File: src/logic/uic_defs.svh
`ifndef UIC_DEFS_SVH
`define UIC_DEFS_SVH
// Notes on behaviour
// - Writing one to bit 7 clears framing error
// - Writing one to bit 6 clears receive timeout
// - Writing one to bit 5 clears transmit interrupt
// - Writing one to bit 4 clears receive interrupt
// - Zero writes change nothing; clear bits reset zero
// - Clear register bits 3:0 read zero
// - Ident byte zero at 0xFD0, upper zero
// - Ident byte one at 0xFD4, upper zero
// - Ident values fixed, writes ignored, reset-stable
// - Clear removes raw and masked status together
// - Clear register sits at offset 0x044

// Address and data widths
`define UIC_ADDR_W    12
`define UIC_DATA_W    32

// Register byte offsets
`define UIC_OFS_MASK  12'h038
`define UIC_OFS_RAW   12'h03C
`define UIC_OFS_MIS   12'h040
`define UIC_OFS_ICR   12'h044
`define UIC_OFS_ID4   12'hFD0
`define UIC_OFS_ID5   12'hFD4

// Source field: bits 7:4, receive at bit 4
`define UIC_SRC_LSB   4
`define UIC_SRC_N     4
`define UIC_ID_W      8

// Reset values
`define UIC_RST_STAT  4'h0
`define UIC_RST_MASK  4'h0
`define UIC_RST_CLR   4'h0
`define UIC_RST_DATA  32'h0000_0000

// Identification bytes; values are arbitrary
`define UIC_ID_BYTE0  8'h3C
`define UIC_ID_BYTE1  8'hA5

`endif

File: src/logic/uic_pkg.sv
`include "uic_defs.svh"

package uic_pkg;

    // APB request from the bus master
    typedef struct packed {
        logic                     psel;
        logic                     penable;
        logic                     pwrite;
        logic [`UIC_ADDR_W-1:0]   paddr;
        logic [`UIC_DATA_W-1:0]   pwdata;
        logic [3:0]               pstrb;
    } uic_apb_req_t;

    // APB answer to the bus master
    typedef struct packed {
        logic [`UIC_DATA_W-1:0]   prdata;
        logic                     pready;
        logic                     pslverr;
    } uic_apb_rsp_t;

    // One bit per interrupt source, same order as register bits 7:4
    typedef struct packed {
        logic framing_err;
        logic rx_timeout;
        logic transmit;
        logic receive;
    } uic_src_t;

    typedef enum logic [0:0] {
        PH_IDLE,
        PH_ACCESS
    } uic_phase_t;

    typedef struct packed {
        uic_phase_t               phase;
        logic [`UIC_SRC_N-1:0]    stat;
        logic [`UIC_SRC_N-1:0]    mask;
        logic [`UIC_SRC_N-1:0]    clr_pls;
        logic [`UIC_DATA_W-1:0]   rdata;
        logic                     slverr;
    } uic_state_t;

endpackage

File: src/logic/uic_regs.sv
`include "uic_defs.svh"

module uic_regs #(
    parameter logic [`UIC_ID_W-1:0] ID_BYTE0 = `UIC_ID_BYTE0,
    parameter logic [`UIC_ID_W-1:0] ID_BYTE1 = `UIC_ID_BYTE1
) (
    // Clock and reset
    input  logic                  clk,
    input  logic                  sys_rst,
    // APB slave
    input  uic_pkg::uic_apb_req_t apb_req,
    output uic_pkg::uic_apb_rsp_t apb_rsp,
    // Interrupt events from the UART core
    input  uic_pkg::uic_src_t     src_event,
    // Clear strobes back to the UART core
    output uic_pkg::uic_src_t     src_clear,
    // Status views
    output uic_pkg::uic_src_t     raw_status,
    output uic_pkg::uic_src_t     masked_status,
    // Combined interrupt
    output logic                  irq
);
    import uic_pkg::*;

    localparam uic_state_t ST_RST = '{
        phase:   PH_IDLE,
        stat:    `UIC_RST_STAT,
        mask:    `UIC_RST_MASK,
        clr_pls: `UIC_RST_CLR,
        rdata:   `UIC_RST_DATA,
        slverr:  1'b0
    };

    uic_state_t              st_reg;
    uic_state_t              st_next;

    logic [`UIC_ADDR_W-1:0]  word_addr;
    logic                    setup_ph;
    logic                    access_ph;
    logic                    hit_mask;
    logic                    hit_raw;
    logic                    hit_mis;
    logic                    hit_icr;
    logic                    hit_id4;
    logic                    hit_id5;
    logic                    hit_any;
    logic                    wr_ok;
    logic                    lane0;
    logic [`UIC_SRC_N-1:0]   evt;
    logic [`UIC_SRC_N-1:0]   clr_hit;
    logic [`UIC_SRC_N-1:0]   stat_nx;

    // Word-aligned decode; byte offset bits are ignored
    assign word_addr = {apb_req.paddr[`UIC_ADDR_W-1:2], 2'b00};
    assign hit_mask  = (word_addr == `UIC_OFS_MASK);
    assign hit_raw   = (word_addr == `UIC_OFS_RAW);
    assign hit_mis   = (word_addr == `UIC_OFS_MIS);
    assign hit_icr   = (word_addr == `UIC_OFS_ICR);
    assign hit_id4   = (word_addr == `UIC_OFS_ID4);
    assign hit_id5   = (word_addr == `UIC_OFS_ID5);
    assign hit_any   = hit_mask | hit_raw | hit_mis | hit_icr | hit_id4 | hit_id5;

    assign setup_ph  = apb_req.psel & ~apb_req.penable;
    assign access_ph = apb_req.psel & apb_req.penable;
    assign lane0     = apb_req.pstrb[0];

    // A write acts only in a proper access phase to a mapped word
    assign wr_ok = access_ph & apb_req.pwrite & (st_reg.phase == PH_ACCESS) & ~st_reg.slverr;

    assign evt = src_event;

    // Per source: one in the clear field clears, zero leaves it; an event wins
    for (genvar gi = 0; gi < `UIC_SRC_N; gi++) begin : g_src
        assign clr_hit[gi] = wr_ok & lane0 & (hit_icr | hit_raw)
                             & apb_req.pwdata[`UIC_SRC_LSB + gi];
        assign stat_nx[gi] = (st_reg.stat[gi] & ~clr_hit[gi]) | evt[gi];
    end

    function automatic logic [`UIC_DATA_W-1:0] read_word(
        input logic [`UIC_ADDR_W-1:0] a,
        input uic_state_t             s
    );
        logic [`UIC_DATA_W-1:0] w;
        w = `UIC_RST_DATA;
        case (a)
            `UIC_OFS_MASK: w[`UIC_SRC_LSB +: `UIC_SRC_N] = s.mask;
            `UIC_OFS_RAW:  w[`UIC_SRC_LSB +: `UIC_SRC_N] = s.stat;
            `UIC_OFS_MIS:  w[`UIC_SRC_LSB +: `UIC_SRC_N] = s.stat & s.mask;
            `UIC_OFS_ICR:  w = `UIC_RST_DATA;
            `UIC_OFS_ID4:  w[`UIC_ID_W-1:0] = ID_BYTE0;
            `UIC_OFS_ID5:  w[`UIC_ID_W-1:0] = ID_BYTE1;
            default:       w = `UIC_RST_DATA;
        endcase
        return w;
    endfunction

    always_comb begin
        st_next         = st_reg;
        st_next.stat    = stat_nx;
        st_next.clr_pls = clr_hit;

        case (st_reg.phase)
            PH_IDLE: begin
                if (setup_ph) begin
                    st_next.phase = PH_ACCESS;
                end
            end
            PH_ACCESS: begin
                if (access_ph) begin
                    st_next.phase = PH_IDLE;
                end else if (!apb_req.psel) begin
                    st_next.phase = PH_IDLE;
                end
            end
            default: begin
                st_next.phase = PH_IDLE;
            end
        endcase

        // Read data and error are settled in the setup cycle
        if (setup_ph) begin
            st_next.slverr = ~hit_any;
            if (apb_req.pwrite) begin
                st_next.rdata = `UIC_RST_DATA;
            end else begin
                st_next.rdata = read_word(word_addr, st_reg);
            end
        end

        // Ident words and masked status ignore writes
        if (wr_ok && lane0 && hit_mask) begin
            st_next.mask = apb_req.pwdata[`UIC_SRC_LSB +: `UIC_SRC_N];
        end
    end

    always_ff @(posedge clk) begin
        if (sys_rst) begin
            st_reg <= ST_RST;
        end else begin
            st_reg <= st_next;
        end
    end

    // Zero wait states; a stray access is answered with an error
    assign apb_rsp.pready  = access_ph;
    assign apb_rsp.pslverr = access_ph & ((st_reg.phase != PH_ACCESS) | st_reg.slverr);
    assign apb_rsp.prdata  = st_reg.rdata;

    assign src_clear     = st_reg.clr_pls;
    assign raw_status    = st_reg.stat;
    assign masked_status = st_reg.stat & st_reg.mask;
    assign irq           = |(st_reg.stat & st_reg.mask);

endmodule // uic_regs

File: config.mk
export PLATFORM = sky130hd
export DESIGN_NAME = uic_regs
export DESIGN_NICKNAME = d
export VERILOG_FILES = /design/src/logic/uic_pkg.sv /design/src/logic/uic_regs.sv
export VERILOG_INCLUDE_DIRS = /design/src /design/src/logic
export SDC_FILE = /design/constraint.sdc
export NUM_CORES = 1
export LEC_CHECK = 0
export ABC_AREA = 1
export BUFFER_PORTS_ARGS = -buffer_cell sky130_fd_sc_hd__buf_2
export CAP_MARGIN = 20
export CORE_MARGIN = 2
export CORE_UTILIZATION = 41
export DETAILED_ROUTE_END_ITERATION = 6
export PLACE_DENSITY = 0.79
export SETUP_SLACK_MARGIN = 0.15
export SYNTH_ARGS = -nofsm -noshare
export SYNTH_HDL_FRONTEND = slang
export SYNTH_SLANG_ARGS = --single-unit
File: constraint.sdc
create_clock -name clk -period 1.63 [get_ports clk]
set_input_delay 0 -clock clk [delete_from_list [all_inputs] [get_ports clk]]
set_output_delay 0 -clock clk [all_outputs]
set_load 0.005 [all_outputs]
==> results of run 1 <==
-- metal layers --
metal / part of all wire (%) / track usage (%)
met4: 0 / 1.06
met2: 49 / 29.1
met3: 6.0 / 3.47
met5: 0 / 0
met1: 45 / 17.1
-- worst paths after layout --
kind,end,cells past startpoint
max,st_reg[38],6
min,src_clear[1],3
max reg2reg,st_reg[38],6
min reg2reg,st_reg[39],2
-- cell families after synthesis --
group / Yosys count / synth area share, %
other: 1 / 0.248
buffers and inverters: 83 / 31.5
AOI/OAI and AO/OA: 21 / 7.69
and+or+nand+nor: 112 / 32.8
DFF: 21 / 27.8
-- cell usage after synthesis --
cell	n
a21oi_1	14
nor2_4	1
nor2_2	5
nor2_1	24
nand3_2	2
o21ai_1	4
nand3_1	14
buf_6	1
a21oi_2	2
inv_1	35
buf_4	42
inv_2	3
o21ai_2	1
nor3_1	2
dfxtp_1	21
nand2_1	55
clkbuf_1	2
nand2_2	2
conb_1	1
nand4_1	6
or2_0	1
-- worst reg2reg max path: stages, from the launching register on --
cell     delay [ns]
dfxtp_1        0.31
inv_1          0.03
nor2_1         0.12
nand4_1        0.16
or2_1          0.39
o21ai_1        0.17
a21oi_1        0.05
-- through the flow --
step	area, sq um	hold slack, ns
2_1_floorplan	1600	0.101
3_3_place_gp	1560	0.240
3_5_place_dp	1560	0.244
4_1_cts	1660	0.00136
5_1_grt	1660	0.0299
6_report	1660	0.00508
-- where the power goes --
group	total [W]	internal (W)	leakage (nW)	switching, W
combinational	0.000145	0.0000556	0.722	0.0000899
sequential	0.000531	0.000523	0.171	0.00000822
clock	0.000331	0.000174	0.0228	0.000157
total	0.00101	0.000752	0.915	0.000255
-- timing repair --
item | CTS | global route
hold endpoints to repair | 5 | 0
hold buffers | 5 | 0
endpoints found under the setup margin | 0 | 4
buffers inserted | 0 | 0
resized for setup | 0 | 1
-- final cells by class --
| cell class | count | share of cell area [%] |
|---|---|---|
| Clock buffer | 4 | 2.72 |
| Inverter | 38 | 8.61 |
| Multi-Input combinational cell | 158 | 42.6 |
| Sequential cell | 21 | 25.4 |
| Tap cell | 48 | 3.63 |
| Timing Repair Buffer | 51 | 17.1 |
==> load_flow_metrics.sql, run 1 <==
INSERT INTO impl_metrics (metric_group, metric, value, unit) VALUES
('setup_path', 'critical_path.reg2reg.startpoint', 'st_reg[45]', ''),
('timing', 'skew', '0.00425', 'ns'),
('status', 'outcome', 'finished clean', ''),
('floorplanning', 'placement_rows', '22', ''),
('placed_design', 'dpl.cell_count', '311', ''),
('timing', 'setup_total_negative_slack', '0', 'ns'),
('synth', 'gate_count_of_the_mapped_netlist', '238', ''),
('timing', 'finalMaxSlewViolations', '0', ''),
('floorplanning', 'die_x', '64.7', 'um'),
('synth', 'synth-seq-area-share', '27.8', '%'),
('cells_and_area', 'layout_commonest_cell', 'nand2_1', ''),
('cells_and_area', 'register_area', '420', 'sq um'),
('global_route', 'grt_remaining_overflow', '0', ''),
('global_route', 'grt_pass1_wl', '5.10', 'mm'),
('setup_path', 'worst_setup_path_end_kind', 'flop', ''),
('synth', 'synth-warning-count', '0', ''),
('clocking', 'worst_path_clk_slew', '0.07', 'ns'),
('synth', 'synth_cell_type_count', '21', ''),
('power_and_ir_drop', 'power_leakage', '0.915', 'nW'),
('clocking', 'clock_sink_count', '21', ''),
('synth', 'yosys.area.top_type_share', '27.8', '%'),
('setup_path', 'crit_path_start_kind', 'flop', ''),
('cells_and_area', 'finalCoreUtilization', '45.9', '%'),
('synth', 'synth.ff_latch_count', '21', ''),
('floorplanning', 'initial_cell_density_of_the_core', '42.0', '%'),
('placed_design', 'place.port_buffers', '45', ''),
('clocking', 'tritoncts', 'done', ''),
('placed_design', 'half_perimeter_wire_length_of_the_detailed_placement_result', '2.40', 'mm'),
('synth', 'avgSynthCellArea', '6.36', 'sq um'),
('detailed_routing', 'detail_route.first_pass.iterations', '4', ''),
('setup_path', 'timing.critical_path.slowest_stage_cell', 'or2_1', ''),
('detailed_routing', 'drc_violation_count_after_routing', '0', ''),
('clocking', 'clock_latency', '0.26', 'ns'),
('setup_path', 'critPathLaunch', 'st_reg[45]', ''),
('clocking', 'max-clock-path-buffers', '2', ''),
('setup_path', 'cp.buffers_inverters', '1', ''),
('setup_path', 'timing.critical_path.cells', 'inv_1 -> nor2_1 -> nand4_1 -> or2_1 -> o21ai_1 -> a21oi_1', ''),
('cells_and_area', 'top_library_cells_by_usage_in_the_layout_fill_and_taps_aside', '55 x nand2_1, 45 x buf_2, 35 x inv_1, 25 x conb_1, 24 x nor2_1', ''),
('global_route', 'grt_antenna_before_repair', '0', ''),
('power_and_ir_drop', 'design_power_total', '0.00101', 'W'),
('cells_and_area', 'area_delta_synth_final', '9.51', '%'),
('cells_and_area', 'combined_area_of_the_multi_input_logic_cells', '706', 'sq um'),
('floorplanning', 'io_pins', '104', ''),
('detailed_routing', 'number_of_nets_still_failing_antenna_checks_after_routing', '0', ''),
('clocking', 'clock_tree.htree_level_count', '1', ''),
('setup_path', 'crit_required', '1.77', 'ns'),
('timing', 'final_hold_viol_count', '0', ''),
('timing', 'rsz0062_at_grt', 'no', ''),
('setup_path', 'crit_fanout', '8', ''),
('power_and_ir_drop', 'irDropWorstVdd', '0.599', 'mV'),
('detailed_routing', 'wl', '2.97', 'mm'),
('cells_and_area', 'stdcell_count', '320', ''),
('clocking', 'cts-buffers-inserted', '3', ''),
('timing', 'ratio_of_final_minimum_period_to_clock_period', '81.7', '%'),
('setup_path', 'crit_family', 'simple AND/OR/NAND/NOR gates', ''),
('floorplanning', 'design.die.area', '4190', 'sq um'),
('global_route', 'grt_usage', '15.0', '%'),
('timing', 'max_freq', '751', 'MHz'),
('clocking', 'root_buffer', 'clkbuf_8', ''),
('detailed_routing', 'detail_route.wl_per_cell', '9.28', 'um'),
('timing', 'final_period_minus_worst_setup_slack', '1.33', 'ns'),
('setup_path', 'cp.arrival', '1.47', 'ns'),
('global_route', 'grt_max_degree', '17', ''),
('synth', 'yosys-top-cells-area', 'dfxtp_1 28%, buf_4 21%, nand2_1 14%', ''),
('cells_and_area', 'final_layout_size_suffix_gt1_share', '23.9', '%'),
('placed_design', 'globalplace.congestion', '0.887', ''),
('cells_and_area', 'final.fill_count', '403', ''),
('timing', 'setup_viols_final', '0', ''),
('setup_path', 'criticalPathCategory', 'reg -> reg', ''),
('cells_and_area', 'fin_nets', '330', ''),
('detailed_routing', 'detailedRoute.firstIterationViolations', '40', '');
(Power assumes the default switching activity.)
==> run 2, diff against run 1 <==
CORE_UTILIZATION = 37   (was 41)
PLACE_DENSITY = 0.76   (was 0.79)
clock period = 1.18 ns   (was 1.63 ns; I/O delays follow)
==> load_flow_metrics.sql, run 2 (synthesized netlist as in run 1, its figures left out) <==
INSERT INTO impl_metrics (metric_group, metric, value, unit) VALUES
('setup_path', 'criticalPathCategory', 'reg -> reg', ''),
('timing', 'final_period_minus_worst_setup_slack', '1.26', 'ns'),
('cells_and_area', 'layout_commonest_cell', 'nand2_1', ''),
('clocking', 'worst_path_clk_slew', '0.07', 'ns'),
('setup_path', 'worstRegToRegCells', '6', ''),
('floorplanning', 'io_pins', '104', ''),
('timing', 'ratio_of_final_minimum_period_to_clock_period', '107', '%'),
('cells_and_area', 'antenna_cells_inserted', '0', ''),
('detailed_routing', 'route.vias.total', '1459', ''),
('setup_path', 'critical_path.reg2reg.startpoint', 'st_reg[45]', ''),
('timing', 'setup_viols_final', '8', ''),
('setup_path', 'cp.arrival', '1.41', 'ns'),
('clocking', 'max-clock-path-buffers', '2', ''),
('global_route', 'grt_antenna_before_repair', '0', ''),
('setup_path', 'r2r_setup_slack', '-0.08', 'ns'),
('placed_design', 'place.port_buffers', '45', ''),
('global_route', 'grt_max_degree', '16', ''),
('global_route', 'grt_remaining_overflow', '0', ''),
('status', 'failed_checks', 'setup timing', ''),
('power_and_ir_drop', 'power.sequential.fraction', '50.9', '%'),
('floorplanning', 'dieHeight', '67.9', 'um'),
('power_and_ir_drop', 'comb_power_share', '17.3', '%'),
('clocking', 'root_buffer', 'clkbuf_8', ''),
('floorplanning', 'design.die.area', '4620', 'sq um'),
('setup_path', 'crit_path_start_kind', 'flop', ''),
('clocking', 'tritoncts', 'done', ''),
('cells_and_area', 'final.fill_count', '405', ''),
('job', 'max_cap_violations', '0', ''),
('setup_path', 'r2r_end', 'st_reg[39]', ''),
('cells_and_area', 'final_layout_size_suffix_gt1_share', '36.3', '%'),
('floorplanning', 'placement_rows', '23', ''),
('placed_design', 'dpl-instance-area', '1650', 'sq um'),
('floorplanning', 'die_x', '67.9', 'um'),
('timing', 'max_freq', '794', 'MHz'),
('power_and_ir_drop', 'switching_share', '25.8', '%'),
('detailed_routing', 'wl', '3.43', 'mm'),
('timing', 'final_hold_viol_count', '0', ''),
('global_route', 'vias_in_the_first_global_route', '1237', ''),
('clocking', 'clock_sink_count', '21', ''),
('detailed_routing', 'detail_route.first_pass.iterations', '4', ''),
('power_and_ir_drop', 'netSwitchingPower', '0.000372', 'W'),
('power_and_ir_drop', 'power_leakage', '1.00', 'nW'),
('setup_path', 'crit_fanout', '8', ''),
('setup_path', 'critPathLaunch', 'st_reg[45]', ''),
('placed_design', 'half_perimeter_wire_length_of_the_detailed_placement_result', '2.60', 'mm'),
('floorplanning', 'core_area', '3970', 'sq um'),
('detailed_routing', 'number_of_nets_still_failing_antenna_checks_after_routing', '0', ''),
('timing', 'setup_total_negative_slack', '-0.440', 'ns'),
('timing', 'layout_setup_ws', '-0.0802', 'ns'),
('placed_design', 'globalplace.congestion', '0.836', ''),
('detailed_routing', 'drc_violation_count_after_routing', '0', ''),
('detailed_routing', 'detail_route.vias_per_cell', '4.30', ''),
('timing', 'rsz0062_at_grt', 'yes', ''),
('clocking', 'clock_tree.htree_level_count', '1', ''),
('global_route', 'grt_pass1_wl', '5.19', 'mm'),
('clocking', 'clock_latency', '0.26', 'ns'),
('power_and_ir_drop', 'internal-power', '0.00107', 'W'),
('status', 'outcome', 'finished with violations', ''),
('cells_and_area', 'non_filler_cell_area_final', '1860', 'sq um'),
('cells_and_area', 'largest_reg_flops', '7', ''),
('timing', 'skew', '0.00278', 'ns'),
('detailed_routing', 'detail_route.wl_per_cell', '10.1', 'um'),
('power_and_ir_drop', 'irDropWorstVdd', '0.679', 'mV'),
('global_route', 'grt_usage', '14.8', '%'),
('clocking', 'cts-buffers-inserted', '3', ''),
('timing', 'finalMaxSlewViolations', '0', ''),
('floorplanning', 'initial_cell_density_of_the_core', '38.1', '%'),
('cells_and_area', 'top_library_cells_by_usage_in_the_layout_fill_and_taps_aside', '48 x nand2_1, 45 x buf_2, 32 x inv_1, 25 x conb_1, 21 x nor2_1', ''),
('setup_path', 'setup.worst_path.end', 'st_reg[39]', ''),
('worst_hold_path', 'holdCritPathClass', 'in -> reg', ''),
('setup_path', 'worst_setup_path_end_kind', 'flop', ''),
('cells_and_area', 'area_delta_synth_final', '22.9', '%'),
('detailed_routing', 'detailedRoute.firstIterationViolations', '80', ''),
('setup_path', 'crit_required', '1.33', 'ns'),
('cells_and_area', 'finalCoreUtilization', '46.8', '%'),
('power_and_ir_drop', 'p_per_area', '777', 'nW/um^2'),
('power_and_ir_drop', 'clock_power_share', '31.8', '%'),
('cells_and_area', 'fin_nets', '347', '');
run 2: worst min path at each step:
stage                               end         start  depth (start not counted)
final                         st_reg[0]   apb_req[49]                          3
after global routing          st_reg[0]   apb_req[49]                          3
after CTS                     st_reg[0]   apb_req[49]                          3
after detailed placement  raw_status[0]  src_event[0]                          3
after global placement    raw_status[0]  src_event[0]                          3
after floorplan              apb_rsp[0]   apb_req[49]                          2
run 2: metrics by stage:
step           setup slack (ns)  total power, W  std cells  hold slack [ns]
2_1_floorplan            0.0202        0.000931        262            0.101
3_3_place_gp             -0.153        0.000955        324            0.240
3_5_place_dp             -0.238        0.000958        324            0.245
4_1_cts                 -0.0770         0.00144        336           0.0423
5_1_grt                  -0.147         0.00153        339           0.0386
6_report                -0.0802         0.00145        339           0.0444
run 2: critical path, stage by stage, from the launching register on:
cell and delay, ns:
dfxtp_2 0.32, inv_2 0.03, nor2_2 0.08, nand4_1 0.19, or2_4 0.34, o21ai_1 0.14, a21oi_1 0.05
run 2: cell type report:
type,instances,area [sq um],share of cell area (%)
repair buffers,68,418,22.5
clock buffers,4,45.0,2.42
inverters,38,143,7.67
well taps,50,62.6,3.36
flip-flops and latches,21,432,23.2
multi-input cells,158,759,40.8
run 2: repair_timing:
item | CTS | global route
setup endpoints to repair | 12 | 17
endpoints found under the hold margin | 8 | 0
gates resized for setup | 5 | 24
setup buffers | 0 | 3
pin swaps | 6 | 8
cloned | 0 | 0
hold buffers | 8 | 0
run 2: power by group through the flow:
stage	combinational, W	sequential (W)	clock, W
final	0.000250	0.000735	0.000460
after global routing	0.000284	0.000736	0.000512
after CTS	0.000232	0.000733	0.000474
after detailed placement	0.000209	0.000749	0
after global placement	0.000206	0.000749	0
after floorplan	0.000184	0.000747	0
run 2: routing by layer:
metal | wire, um | vias to the layer above | global-route usage (%)
li1 | - | 764 | -
met1 | 1400 | 643 | 17.7
met2 | 1770 | 46 | 26.3
met3 | 219 | 6 | 3.45
met4 | 42 | 0 | 4.00
met5 | 0 | - | 0
